--- src/core/srg_cfg.svh ---
`ifndef SRG_CFG_SVH
`define SRG_CFG_SVH
// Register selectors on the status command port
`define SRG_SEL_RUN_COND   4'h0
`define SRG_SEL_RUN_EVENT  4'h1
`define SRG_SEL_RUN_MASK   4'h2
`define SRG_SEL_FLT_COND   4'h3
`define SRG_SEL_FLT_EVENT  4'h4
`define SRG_SEL_FLT_MASK   4'h5
`define SRG_SEL_PH_COND    4'h6
`define SRG_SEL_PH_EVENT   4'h7
`define SRG_SEL_PH_MASK    4'h8
`define SRG_SEL_PHASE      4'h9
// Operation bit positions
`define SRG_RUN_ADJUST_BIT 0
`define SRG_RUN_CHANGE_BIT 3
`define SRG_RUN_READ_BIT   4
// Implemented bits of the operation group
`define SRG_RUN_USED       16'h0019
// Implemented bits of the questionable groups (eight fault flags)
`define SRG_FLT_USED       16'h00FF
// Status byte positions
`define SRG_STB_FAULT_BIT  3
`define SRG_STB_RUN_BIT    7
`define SRG_ZERO16         16'h0000
`endif

--- src/core/srg_pkg.sv ---
package srg_pkg;
   typedef logic [15:0] srg_word_t;
   typedef logic [3:0]  srg_sel_t;
endpackage : srg_pkg

--- src/core/srg_mask_if.sv ---
`timescale 1ns/1ps
interface srg_mask_if #(parameter int PHASES = 3, parameter int AW = 2);
   logic              wr_en;
   logic [AW-1:0]     wr_addr;
   logic [15:0]       wr_data;
   logic [AW-1:0]     rd_addr;
   logic [15:0]       rd_data;
   logic [PHASES-1:0] any_hit;
   logic [15:0]       ph_event [PHASES];
   modport owner (output wr_en, wr_addr, wr_data, rd_addr, ph_event,
                  input rd_data, any_hit);
   modport store (input wr_en, wr_addr, wr_data, rd_addr, ph_event,
                  output rd_data, any_hit);
endinterface : srg_mask_if

--- src/core/srg_status_groups.sv ---
`timescale 1ns/1ps
`include "srg_cfg.svh"
// Behaviour
// Operation, fault, per-phase groups: condition, enable, event
// Operation bit 0 on adjustment run done
// Operation bit 3 on output change done
// Operation bit 4 on reading cycle done
// Event registers read-only, latch until cleared
// Operation event read returns then clears
// Condition registers read-only, live source state
// Run summary is OR of enabled events
// Enable masks read/write, select summary contributors
// Per-phase fault event and condition copies
// Per-phase fault enable mask, selected phase only
// Software selects phase before per-phase access
// Fault summary at status byte bit 3
// Fault event read returns then clears
// Fault low byte carries eight fault flags
// Masks reset zero; unused bits read zero
module srg_status_groups #(
   parameter int PHASES = 3,
   parameter int AW     = 2
) (
   input  wire logic              mclk,
   input  wire logic              resetn,
   input  wire logic              adjust_done,
   input  wire logic              output_change_complete,
   input  wire logic              reading_complete,
   input  wire logic [7:0]        fault_flags,
   input  wire logic [8*PHASES-1:0] phase_fault_flags,
   input  wire logic              cmd_valid,
   input  wire logic              cmd_write,
   input  wire srg_pkg::srg_sel_t cmd_sel,
   input  wire srg_pkg::srg_word_t cmd_wdata,
   output logic                   cmd_rvalid,
   output srg_pkg::srg_word_t     cmd_rdata,
   output logic                   run_summary,
   output logic                   fault_summary,
   output logic                   per_phase_summary,
   output logic [7:0]             status_byte
);
   import srg_pkg::*;

   // ************************************************************
   // Read sequencer states, one-hot
   // ************************************************************
   typedef enum logic [2:0] {
      SRG_IDLE = 3'b001,
      SRG_WAIT = 3'b010,
      SRG_DONE = 3'b100
   } srg_state_e;

   // ************************************************************
   // State and wiring of the three groups
   // ************************************************************
   srg_state_e    st_r;
   srg_state_e    st_nxt;
   srg_sel_t      sel_r;
   srg_sel_t      sel_nxt;
   srg_word_t     run_cond;
   srg_word_t     run_evt_r;
   srg_word_t     run_evt_nxt;
   srg_word_t     run_mask_r;
   srg_word_t     run_mask_nxt;
   srg_word_t     flt_cond;
   srg_word_t     flt_evt_r;
   srg_word_t     flt_evt_nxt;
   srg_word_t     flt_mask_r;
   srg_word_t     flt_mask_nxt;
   srg_word_t     ph_cond [PHASES];
   srg_word_t     ph_evt [PHASES];
   logic [AW-1:0] phase_r;
   logic [AW-1:0] phase_nxt;
   srg_word_t     rdata_r;
   srg_word_t     rdata_nxt;
   logic          idle;
   logic          rd_go;
   logic          wr_go;
   logic          run_hit;
   logic          flt_hit;

   // ************************************************************
   // Per-phase enable mask store
   // ************************************************************
   srg_mask_if #(.PHASES(PHASES), .AW(AW)) mbus ();

   srg_mask_mem #(.PHASES(PHASES), .AW(AW)) u_mask (
      .mclk   (mclk),
      .resetn (resetn),
      .mbus   (mbus)
   );

   // ************************************************************
   // Command decode
   // ************************************************************
   // Requests arriving while a read is in flight are dropped
   assign idle  = (st_r == SRG_IDLE);
   assign rd_go = cmd_valid && !cmd_write && idle;
   assign wr_go = cmd_valid && cmd_write && idle;

   // The mask store is always addressed by the selected phase
   assign mbus.wr_en   = wr_go && (cmd_sel == `SRG_SEL_PH_MASK);
   assign mbus.wr_addr = phase_r;
   assign mbus.wr_data = cmd_wdata;
   assign mbus.rd_addr = phase_r;

   // ************************************************************
   // Live condition words
   // ************************************************************
   always_comb begin
      // Unused positions stay zero
      run_cond = `SRG_ZERO16;
      run_cond[`SRG_RUN_ADJUST_BIT] = adjust_done;
      run_cond[`SRG_RUN_CHANGE_BIT] = output_change_complete;
      run_cond[`SRG_RUN_READ_BIT]   = reading_complete;
      flt_cond = {8'h00, fault_flags};
   end

   // ************************************************************
   // Operation group: event latch and enable mask
   // ************************************************************
   always_comb begin
      // Set wins over read-clear: a live condition re-sets its bit
      run_evt_nxt = run_evt_r | (run_cond & `SRG_RUN_USED);
      if (rd_go && (cmd_sel == `SRG_SEL_RUN_EVENT)) begin
         run_evt_nxt = run_cond & `SRG_RUN_USED;
      end
      run_mask_nxt = run_mask_r;
      if (wr_go && (cmd_sel == `SRG_SEL_RUN_MASK)) begin
         run_mask_nxt = cmd_wdata & `SRG_RUN_USED;
      end
   end

   always_ff @(posedge mclk or negedge resetn) begin
      if (!resetn) begin
         run_evt_r  <= `SRG_ZERO16;
         run_mask_r <= `SRG_ZERO16;
      end else begin
         run_evt_r  <= run_evt_nxt;
         run_mask_r <= run_mask_nxt;
      end
   end

   // ************************************************************
   // Fault group: event latch and enable mask
   // ************************************************************
   always_comb begin
      // Set wins over read-clear, as in the operation group
      flt_evt_nxt = flt_evt_r | flt_cond;
      if (rd_go && (cmd_sel == `SRG_SEL_FLT_EVENT)) begin
         flt_evt_nxt = flt_cond;
      end
      flt_mask_nxt = flt_mask_r;
      if (wr_go && (cmd_sel == `SRG_SEL_FLT_MASK)) begin
         flt_mask_nxt = cmd_wdata & `SRG_FLT_USED;
      end
   end

   always_ff @(posedge mclk or negedge resetn) begin
      if (!resetn) begin
         flt_evt_r  <= `SRG_ZERO16;
         flt_mask_r <= `SRG_ZERO16;
      end else begin
         flt_evt_r  <= flt_evt_nxt;
         flt_mask_r <= flt_mask_nxt;
      end
   end

   // ************************************************************
   // Per-phase fault events, one latch per phase
   // ************************************************************
   genvar g;
   generate
      for (g = 0; g < PHASES; g++) begin : g_ph
         srg_word_t evt_r;
         srg_word_t evt_nxt;
         logic      clr;

         assign ph_cond[g] = {8'h00, phase_fault_flags[8*g +: 8]};
         // Only the selected phase clears on its event read
         assign clr = rd_go && (cmd_sel == `SRG_SEL_PH_EVENT)
                      && (int'(phase_r) == g);

         always_comb begin
            // Set wins over read-clear
            evt_nxt = evt_r | ph_cond[g];
            if (clr) begin
               evt_nxt = ph_cond[g];
            end
         end

         always_ff @(posedge mclk or negedge resetn) begin
            if (!resetn) begin
               evt_r <= `SRG_ZERO16;
            end else begin
               evt_r <= evt_nxt;
            end
         end

         assign ph_evt[g]        = evt_r;
         assign mbus.ph_event[g] = evt_r;
      end
   endgenerate

   // ************************************************************
   // Phase select
   // ************************************************************
   always_comb begin
      phase_nxt = phase_r;
      // The whole word is compared, so aliases of a phase are ignored too
      if (wr_go && (cmd_sel == `SRG_SEL_PHASE)) begin
         if (int'(cmd_wdata) < PHASES) begin
            phase_nxt = cmd_wdata[AW-1:0];
         end
      end
   end

   always_ff @(posedge mclk or negedge resetn) begin
      if (!resetn) begin
         phase_r <= '0;
      end else begin
         phase_r <= phase_nxt;
      end
   end

   // ************************************************************
   // Read sequencer: one cycle wait for the mask store read port
   // ************************************************************
   always_comb begin
      st_nxt  = st_r;
      sel_nxt = sel_r;
      // The answer stands one edge after the taking edge, for one cycle
      case (st_r)
         SRG_IDLE: begin
            if (rd_go) begin
               st_nxt  = SRG_WAIT;
               sel_nxt = cmd_sel;
            end
         end
         SRG_WAIT: begin
            st_nxt = SRG_DONE;
         end
         SRG_DONE: begin
            st_nxt = SRG_IDLE;
         end
         default: begin
            st_nxt = SRG_IDLE;
         end
      endcase
   end

   always_ff @(posedge mclk or negedge resetn) begin
      if (!resetn) begin
         st_r  <= SRG_IDLE;
         sel_r <= `SRG_SEL_RUN_COND;
      end else begin
         st_r  <= st_nxt;
         sel_r <= sel_nxt;
      end
   end

   // ************************************************************
   // Read data
   // ************************************************************
   always_comb begin
      rdata_nxt = rdata_r;
      if (rd_go) begin
         // Value is that seen at the taking edge
         case (cmd_sel)
            `SRG_SEL_RUN_COND:  rdata_nxt = run_cond;
            `SRG_SEL_RUN_EVENT: rdata_nxt = run_evt_r;
            `SRG_SEL_RUN_MASK:  rdata_nxt = run_mask_r;
            `SRG_SEL_FLT_COND:  rdata_nxt = flt_cond;
            `SRG_SEL_FLT_EVENT: rdata_nxt = flt_evt_r;
            `SRG_SEL_FLT_MASK:  rdata_nxt = flt_mask_r;
            `SRG_SEL_PH_COND:   rdata_nxt = ph_cond[phase_r];
            `SRG_SEL_PH_EVENT:  rdata_nxt = ph_evt[phase_r];
            `SRG_SEL_PHASE:     rdata_nxt = {{(16-AW){1'b0}}, phase_r};
            default:            rdata_nxt = `SRG_ZERO16;
         endcase
      end else if ((st_r == SRG_WAIT) && (sel_r == `SRG_SEL_PH_MASK)) begin
         // Mask words arrive from the store one cycle later
         rdata_nxt = mbus.rd_data;
      end
   end

   always_ff @(posedge mclk or negedge resetn) begin
      if (!resetn) begin
         rdata_r <= `SRG_ZERO16;
      end else begin
         rdata_r <= rdata_nxt;
      end
   end

   // ************************************************************
   // Summaries and status byte
   // ************************************************************
   assign run_hit           = |(run_evt_r & run_mask_r);
   assign flt_hit           = |(flt_evt_r & flt_mask_r);
   assign run_summary       = run_hit;
   assign per_phase_summary = |mbus.any_hit;
   // Per-phase hits fold into the fault summary
   assign fault_summary     = flt_hit | per_phase_summary;
   assign cmd_rvalid        = (st_r == SRG_DONE);
   assign cmd_rdata         = rdata_r;

   always_comb begin
      status_byte = 8'h00;
      status_byte[`SRG_STB_FAULT_BIT] = fault_summary;
      status_byte[`SRG_STB_RUN_BIT]   = run_summary;
   end
endmodule : srg_status_groups

--- src/core/srg_mask_mem.sv ---
`timescale 1ns/1ps
`include "srg_cfg.svh"
module srg_mask_mem #(
   parameter int PHASES = 3,
   parameter int AW     = 2
) (
   input wire logic   mclk,
   input wire logic   resetn,
   srg_mask_if.store  mbus
);
   import srg_pkg::*;
   srg_word_t mask_r [PHASES];
   srg_word_t mask_nxt [PHASES];
   srg_word_t rd_r;
   srg_word_t rd_nxt;

   // ************************************************************
   // Per-phase enable masks, registered read port
   // ************************************************************
   always_comb begin
      rd_nxt = `SRG_ZERO16;
      for (int i = 0; i < PHASES; i++) begin
         mask_nxt[i] = mask_r[i];
         if (mbus.wr_en && (int'(mbus.wr_addr) == i)) begin
            mask_nxt[i] = mbus.wr_data & `SRG_FLT_USED;
         end
         if (int'(mbus.rd_addr) == i) begin
            rd_nxt = mask_r[i];
         end
      end
   end

   always_ff @(posedge mclk or negedge resetn) begin
      if (!resetn) begin
         for (int i = 0; i < PHASES; i++) begin
            mask_r[i] <= `SRG_ZERO16;
         end
         rd_r <= `SRG_ZERO16;
      end else begin
         mask_r <= mask_nxt;
         rd_r   <= rd_nxt;
      end
   end

   assign mbus.rd_data = rd_r;

   genvar g;
   generate
      for (g = 0; g < PHASES; g++) begin : g_hit
         assign mbus.any_hit[g] = |(mbus.ph_event[g] & mask_r[g]);
      end
   endgenerate
endmodule : srg_mask_mem

--- config.mk ---
export PLATFORM = sky130hd
export DESIGN_NAME = srg_status_groups
export DESIGN_NICKNAME = d
export VERILOG_FILES = /design/src/core/srg_pkg.sv /design/src/core/srg_mask_if.sv /design/src/core/srg_status_groups.sv /design/src/core/srg_mask_mem.sv
export VERILOG_INCLUDE_DIRS = /design/src /design/src/core
export SDC_FILE = /design/constraint.sdc
export NUM_CORES = 1
export LEC_CHECK = 0
export BUFFER_PORTS_ARGS = -buffer_cell sky130_fd_sc_hd__buf_2
export CELL_PAD_IN_SITES_DETAIL_PLACEMENT = 1
export CELL_PAD_IN_SITES_GLOBAL_PLACEMENT = 2
export CORE_UTILIZATION = 35
export DETAILED_ROUTE_END_ITERATION = 7
export HOLD_SLACK_MARGIN = 0.08
export PLACE_DENSITY_LB_ADDON = 0.1
export SYNTH_ARGS = -nofsm -noshare
export SYNTH_HDL_FRONTEND = slang
export SYNTH_SLANG_ARGS = --single-unit
--- constraint.sdc ---
create_clock -name mclk -period 2.75 [get_ports mclk]
set_clock_uncertainty 0.05 [all_clocks]
set_input_delay 0.825 -clock mclk [delete_from_list [all_inputs] [get_ports mclk]]
set_output_delay 0.825 -clock mclk [all_outputs]
set_load 0.02 [all_outputs]
==> flow_summary.toml, run 1 <==
[timing]
setup_viol = 2
worst_slew_pin_slew_ns = 0.5870
fin_crit_sh_pct = 107.4
final_max_slew_viol_count = 0
rsz0062_at_grt = "yes"
relSlewSlack_pct = 59.86
finalWorstSetupSlack_ns = -0.2047
post-route-min-period_ns = 2.955
hold_viol_final = 0
fmax_mhz = 338.4

[worst_setup_path]
worstPathArrival_ns = 2.08
path_delay_family = "simple AND/OR/NAND/NOR gates"
critPathKind = "flip-flop to primary output"
crit_required_ns = 1.88
cpPeakStageDelay_ns = 0.59
cp_slowest_cell = "or4_4"
cp-start-kind = "flip-flop"
cp_max_fo = 3
critPathBufInv = 1
cp_cell_sequence = "a22oi_2, nand2_1, or4_4, nand4b_1, buf_4"
endpoint_kind = "primary output"

[clock_network]
path_clk_slew_ns = 0.07
cts_buffers = 9
clkSinkCount = 96
cts_tree = "done"
holdBufCountCts = 0
root_buffer = "clkbuf_16"
clk_latency_ns = 0.35
h-tree-depth = 3
cts_buffer_depth = 2

[drt]
dr.pass1.iters = 4
drc = 0
routedWlPerCell_um = 21.79
ant_nets = 0
drt-initial-drc-count = 170
num_vias = 3692
wl_um = 14970
via_per_inst = 5.374

[hold_path]
hold_class = "input port to asynchronous set/reset pin"

[global_route]
grt_use_total_pct = 22.73
antenna_found_initial = 0
globalRoute.totalOverflow = 0
grt_pass1_wl_um = 23830
grt_max_degree = 41
grt_pass1_vias = 3956

[floorplanning]
core_mm2 = 0.01335
fp.dieH_um = 119.3
die_w_um = 119.3
die_area_mm2 = 0.01424
ios = 87
placementRows = 42
initial_core_util_pct = 36.09

[final_layout]
drive_above_1_share_pct = 36.59
layout.cells.non_filler = 687
nets = 565
area_growth_pct = 21.17
antenna_cells = 0

[synthesis]
synth-async-reset-ratio_pct = 100.0
syn_inst = 418
synth_edf_count = 0
syn_area_mm2 = 0.004817
ys.flop_type = "dfrtp_1"
ys_warn_count = 0
yosysSeqAreaShare_pct = 49.90
synth_cell_types = 55
synth-seq-cells = 96
avgSynthCellArea_um2 = 11.52

[placement]
dp_slack_ns = 0.1258
placed_cells = 663
gp_congestion = 0.8173
hpwl_um = 11290
io_buffers = 80

[status]
outcome = "finished, violations left"
violations = "setup timing"

[power]
powerDensity_mw_per_mm2 = 590.1
p_total_mw = 3.444
leakagePower_nw = 2.447
peakVddDrop_v = 0.0002428

[run]
maxCapViolCount = 0
## layout make-up
cell class / instances / area (µm²)
Tap cell: 176 / 220.2
Multi-Input combinational cell: 286 / 2262
Inverter: 3 / 11.26
Fill cell: 1478 / 7511
Sequential cell: 96 / 2404
Timing Repair Buffer: 110 / 645.6
Clock buffer: 12 / 266.5
Clock inverter: 4 / 27.53
## repair_timing
action / in CTS / in global routing
pin swaps: 5 / 5
setup buffers: 5 / 3
endpoints found under the setup margin: 2 / 3
resized for setup: 10 / 2
cloned: 0 / 0
## power by group
part	switching [mW]	total [mW]	internal, mW	leakage (nW)
clock network	0.547	1.23	0.686	0.137
logic	0.331	0.587	0.256	1.20
registers	0.0883	1.62	1.54	1.11
## synth_stat cells, types with 2 or more instances
library cell / count / area [µm²]
dfrtp_1: 95 / 2377
mux2_2: 42 / 473.0
a21o_1: 35 / 262.8
nand2_1: 28 / 105.1
mux2i_1: 27 / 270.3
a22oi_1: 17 / 127.6
o2bb2ai_1: 16 / 140.1
buf_4: 15 / 112.6
o21ai_0: 14 / 70.07
a221oi_1: 12 / 105.1
clkbuf_1: 11 / 41.29
nand3_1: 11 / 55.05
buf_2: 9 / 45.04
nor2_1: 8 / 30.03
nor2b_1: 6 / 37.54
a21oi_1: 5 / 25.02
a22o_1: 5 / 43.79
a2bb2oi_1: 3 / 26.28
inv_1: 3 / 11.26
nand4_1: 3 / 18.77
nor3_1: 3 / 15.01
nor3b_1: 3 / 22.52
nor4_1: 3 / 18.77
o21bai_1: 3 / 22.52
or3_1: 3 / 18.77
a31oi_1: 2 / 12.51
and3_1: 2 / 12.51
and3b_1: 2 / 17.52
clkbuf_2: 2 / 10.01
nand2b_1: 2 / 12.51
nand3b_1: 2 / 15.01
nor4bb_1: 2 / 20.02
or3b_2: 2 / 17.52
## routing by layer
metal	vias to the layer above	GRT usage (%)	part of all wire [%]
li1	1740	-	-
met1	1847	32.99	49
met2	89	35.28	46
met3	16	2.682	4.0
met4	0	7.187	1.5
met5	-	0	0
## logic make-up (layout without fill, tap and decap cells)
family	after synthesis	in the layout	share of synthesized area [%]
other cells	1	6	0.07785
mux	71	71	16.13
compound gates	121	121	19.12
flops	96	96	49.90
buf+inv	41	129	4.649
simple gates	88	88	10.13
## flip-flops by register name, summed over array words and instances, names as in the netlist
| name | count |
|---|---|
| run_evt_r | 3 |
| run_mask_r | 3 |
| u_mask.mask_r | 24 |
| flt_evt_r | 8 |
| cmd_rdata | 9 |
| mbus.rd_addr | 2 |
| st_r | 3 |
| flt_mask_r | 8 |
| g_ph.evt_r | 24 |
| sel_r | 4 |
| u_mask.mbus.rd_data | 8 |
## placed cells by master (no fill, tap or decap), types with 5 or more instances in the layout
cell type,n
buf_4,32
dfrtp_1,95
nand3_1,11
a22oi_2,10
mux2i_1,27
a21oi_1,5
clkbuf_16,9
a22o_1,5
o21ai_0,14
o2bb2ai_1,16
mux2_2,42
conb_1,6
a21o_1,35
buf_2,77
nor2b_1,6
nand2_1,28
nor2_1,8
a22oi_1,7
a221oi_1,12
## worst paths after layout
check | start | to | slack [ns] | cells past startpoint
worst max register to register | sel_r[1]$_DFFE_PN0P_ | cmd_rdata[4]$_DFFE_PN0P_ | 0.49 | 4
max in group asynchronous | resetn | st_r[0]$_DFFE_PN1P_ | 1.48 | 2
worst min register to register | sel_r[3]$_DFFE_PN0P_ | sel_r[3]$_DFFE_PN0P_ | 0.44 | 2
worst min-delay path | resetn | sel_r[0]$_DFFE_PN0P_ | 0.42 | 1
worst max-delay path | u_mask.mask_r[0]$_DFFE_PN0P_ | status_byte[3] | -0.20 | 5
min in group mclk | sel_r[3]$_DFFE_PN0P_ | sel_r[3]$_DFFE_PN0P_ | 0.44 | 2
## metrics by stage
step / area, µm² / TNS, ns / utilization [%] / hold slack (ns)
after floorplan: 4840 / 0 / - / 0.4012
after global placement: 5428 / 0 / 40.66 / 0.4240
after detailed placement: 5428 / 0 / 40.66 / 0.4232
after CTS: 5804 / -0.3928 / 43.49 / 0.4390
after global routing: 5837 / -0.5227 / 43.73 / 0.4539
final: 5837 / -0.4093 / 43.73 / 0.4225
Note: power is estimated with default switching activity, not from simulation.
==> run 2: changes to the inputs <==
--- a/config.mk
+++ b/config.mk
@@ -7,12 +7,10 @@
 export NUM_CORES = 1
 export LEC_CHECK = 0
 export BUFFER_PORTS_ARGS = -buffer_cell sky130_fd_sc_hd__buf_2
-export CELL_PAD_IN_SITES_DETAIL_PLACEMENT = 1
-export CELL_PAD_IN_SITES_GLOBAL_PLACEMENT = 2
-export CORE_UTILIZATION = 35
+export CORE_UTILIZATION = 56
 export DETAILED_ROUTE_END_ITERATION = 7
 export HOLD_SLACK_MARGIN = 0.08
-export PLACE_DENSITY_LB_ADDON = 0.1
+export PLACE_DENSITY = 0.8
 export SYNTH_ARGS = -nofsm -noshare
 export SYNTH_HDL_FRONTEND = slang
 export SYNTH_SLANG_ARGS = --single-unit
==> run 2 against run 1 <==
Against the previous run: the run still ends with setup timing left; via count increased by 8.7%; sequential power barely moved; final cell count fell by 10%; clock power decreased by 25%; fmax grew 0.93%; routed wire length shrank 10%; die area decreased by 37%.
==> flow_summary.toml, run 2 (synthesized netlist as in run 1, its figures left out) <==
[power]
leakagePower_nw = 2.423
peakVddDrop_v = 0.0003080
powerDensity_mw_per_mm2 = 555.1
p_total_mw = 3.137

[placement]
gp_congestion = 0.9200
io_buffers = 80
hpwl_um = 9584
placed_cells = 585

[worst_setup_path]
critPathKind = "flip-flop to primary output"
cp_max_fo = 2
crit_required_ns = 1.88
path_delay_family = "simple AND/OR/NAND/NOR gates"
r2r_cells = 5
worstPathArrival_ns = 2.05
ff2ff_setup_slack_ns = 0.64
rr_startpoint = "sel_r[1]$_DFFE_PN0P_"
endpoint_kind = "primary output"
cpPeakStageDelay_ns = 0.54
cp_cell_sequence = "a22oi_2, nand2_1, or4_4, nand4b_1, buf_4"
critPathBufInv = 1
cp_slowest_cell = "or4_4"
cp-start-kind = "flip-flop"
r2r_end = "cmd_rdata[0]$_DFFE_PN0P_"

[drt]
ant_nets = 0
num_vias = 4015
via_per_inst = 6.497
dr.pass1.iters = 5
drt-initial-drc-count = 381
wl_um = 13450
drc = 0
routedWlPerCell_um = 21.77

[timing]
worst_slew_pin_slew_ns = 0.6306
fin_crit_sh_pct = 106.5
fmax_mhz = 341.6
relSlewSlack_pct = 56.87
finalWorstSetupSlack_ns = -0.1776
final_max_slew_viol_count = 0
post-route-min-period_ns = 2.928
setup_viol = 2
hold_viol_final = 0
rsz0062_at_grt = "yes"

[clock_network]
h-tree-depth = 3
root_buffer = "clkbuf_8"
path_clk_slew_ns = 0.09
clk_latency_ns = 0.36
clkSinkCount = 96
cts_buffers = 9
holdBufCountCts = 0
cts_tree = "done"
cts_buffer_depth = 2

[floorplanning]
fp.dieH_um = 94.75
placementRows = 33
core_mm2 = 0.008258
die_w_um = 94.75
die_area_mm2 = 0.008977
initial_core_util_pct = 58.33
ios = 87

[final_layout]
drive_above_1_share_pct = 36.06
layout_common_cells = "95 x dfrtp_1, 77 x buf_2, 42 x mux2_2"
antenna_cells = 0
layout_commonest_cell = "dfrtp_1"
finalCoreUtilization_pct = 68.44
layout.cells.non_filler = 618
nets = 568
fillers = 611
area_growth_pct = 17.32

[global_route]
grt_pass1_vias = 3771
grt_use_total_pct = 31.67
globalRoute.totalOverflow = 0
antenna_found_initial = 0
grt_max_degree = 47
grt_pass1_wl_um = 20720

[hold_path]
hold_class = "input port to asynchronous set/reset pin"

[run]
maxCapViolCount = 0

[status]
violations = "setup timing"
outcome = "finished, violations left"
run 2: where the power goes:
part	switching [mW]	leakage (nW)	internal [mW]
registers	0.0948	1.11	1.53
logic	0.326	1.21	0.267
clock network	0.480	0.0989	0.437
total	0.900	2.42	2.24
run 2: area by class of cell:
type	count	area [µm²]	area share, %
timing repair buffer	113	671.9	11.89
inverter	3	11.26	0.1992
multi-input combinational	286	2247	39.76
tap	105	131.4	2.325
clock buffer	11	141.4	2.502
sequential	96	2404	42.53
clock inverter	4	45.04	0.7970
run 2: worst max path at each step:
stage | from | end | cells after the start
2_1_floorplan | g_ph[2].evt_r[0]$_DFF_PN0_ | status_byte[3] | 5
3_3_place_gp | cmd_sel[0] | mbus.rd_addr[1]$_DFFE_PN0P_ | 5
3_5_place_dp | cmd_sel[3] | g_ph[2].evt_r[0]$_DFF_PN0_ | 5
4_1_cts | g_ph[0].evt_r[1]$_DFF_PN0_ | fault_summary | 5
5_1_grt | g_ph[2].evt_r[0]$_DFF_PN0_ | fault_summary | 5
6_report | g_ph[2].evt_r[0]$_DFF_PN0_ | fault_summary | 5
run 2: per-layer routing:
metal	global-route usage [%]	share of wire [%]	vias up
li1	-	-	1747
met1	45.90	43	1991
met2	47.24	45	230
met3	5.395	8.0	47
met4	12.88	3.3	0
met5	0	0	-
run 2: metrics by stage:
step           hold WS (ns)  setup WS, ns  TNS [ns]  area (µm²)
3_3_place_gp         0.4151        0.2523         0        5286
3_5_place_dp         0.4234        0.2288         0        5286
6_report             0.4094       -0.1776   -0.3284        5652
5_1_grt              0.4601       -0.2426   -0.4585        5652
2_1_floorplan        0.4012       0.07032         0        4840
4_1_cts              0.4286       -0.1001   -0.1996        5613
run 2: worst reg2reg max path: stages, from the launching register on:
cell and delay (ns):
dfrtp_1 0.40, or4b_1 0.57, buf_4 0.19, or3_1 0.33, a221oi_1 0.32, a221oi_1 0.12
run 2: repair_timing:
action	4_1_cts	5_1_grt
buffers inserted	16	2
setup endpoints to repair	2	2
gates cloned	0	0
pin swaps	7	3
resized for setup	5	5
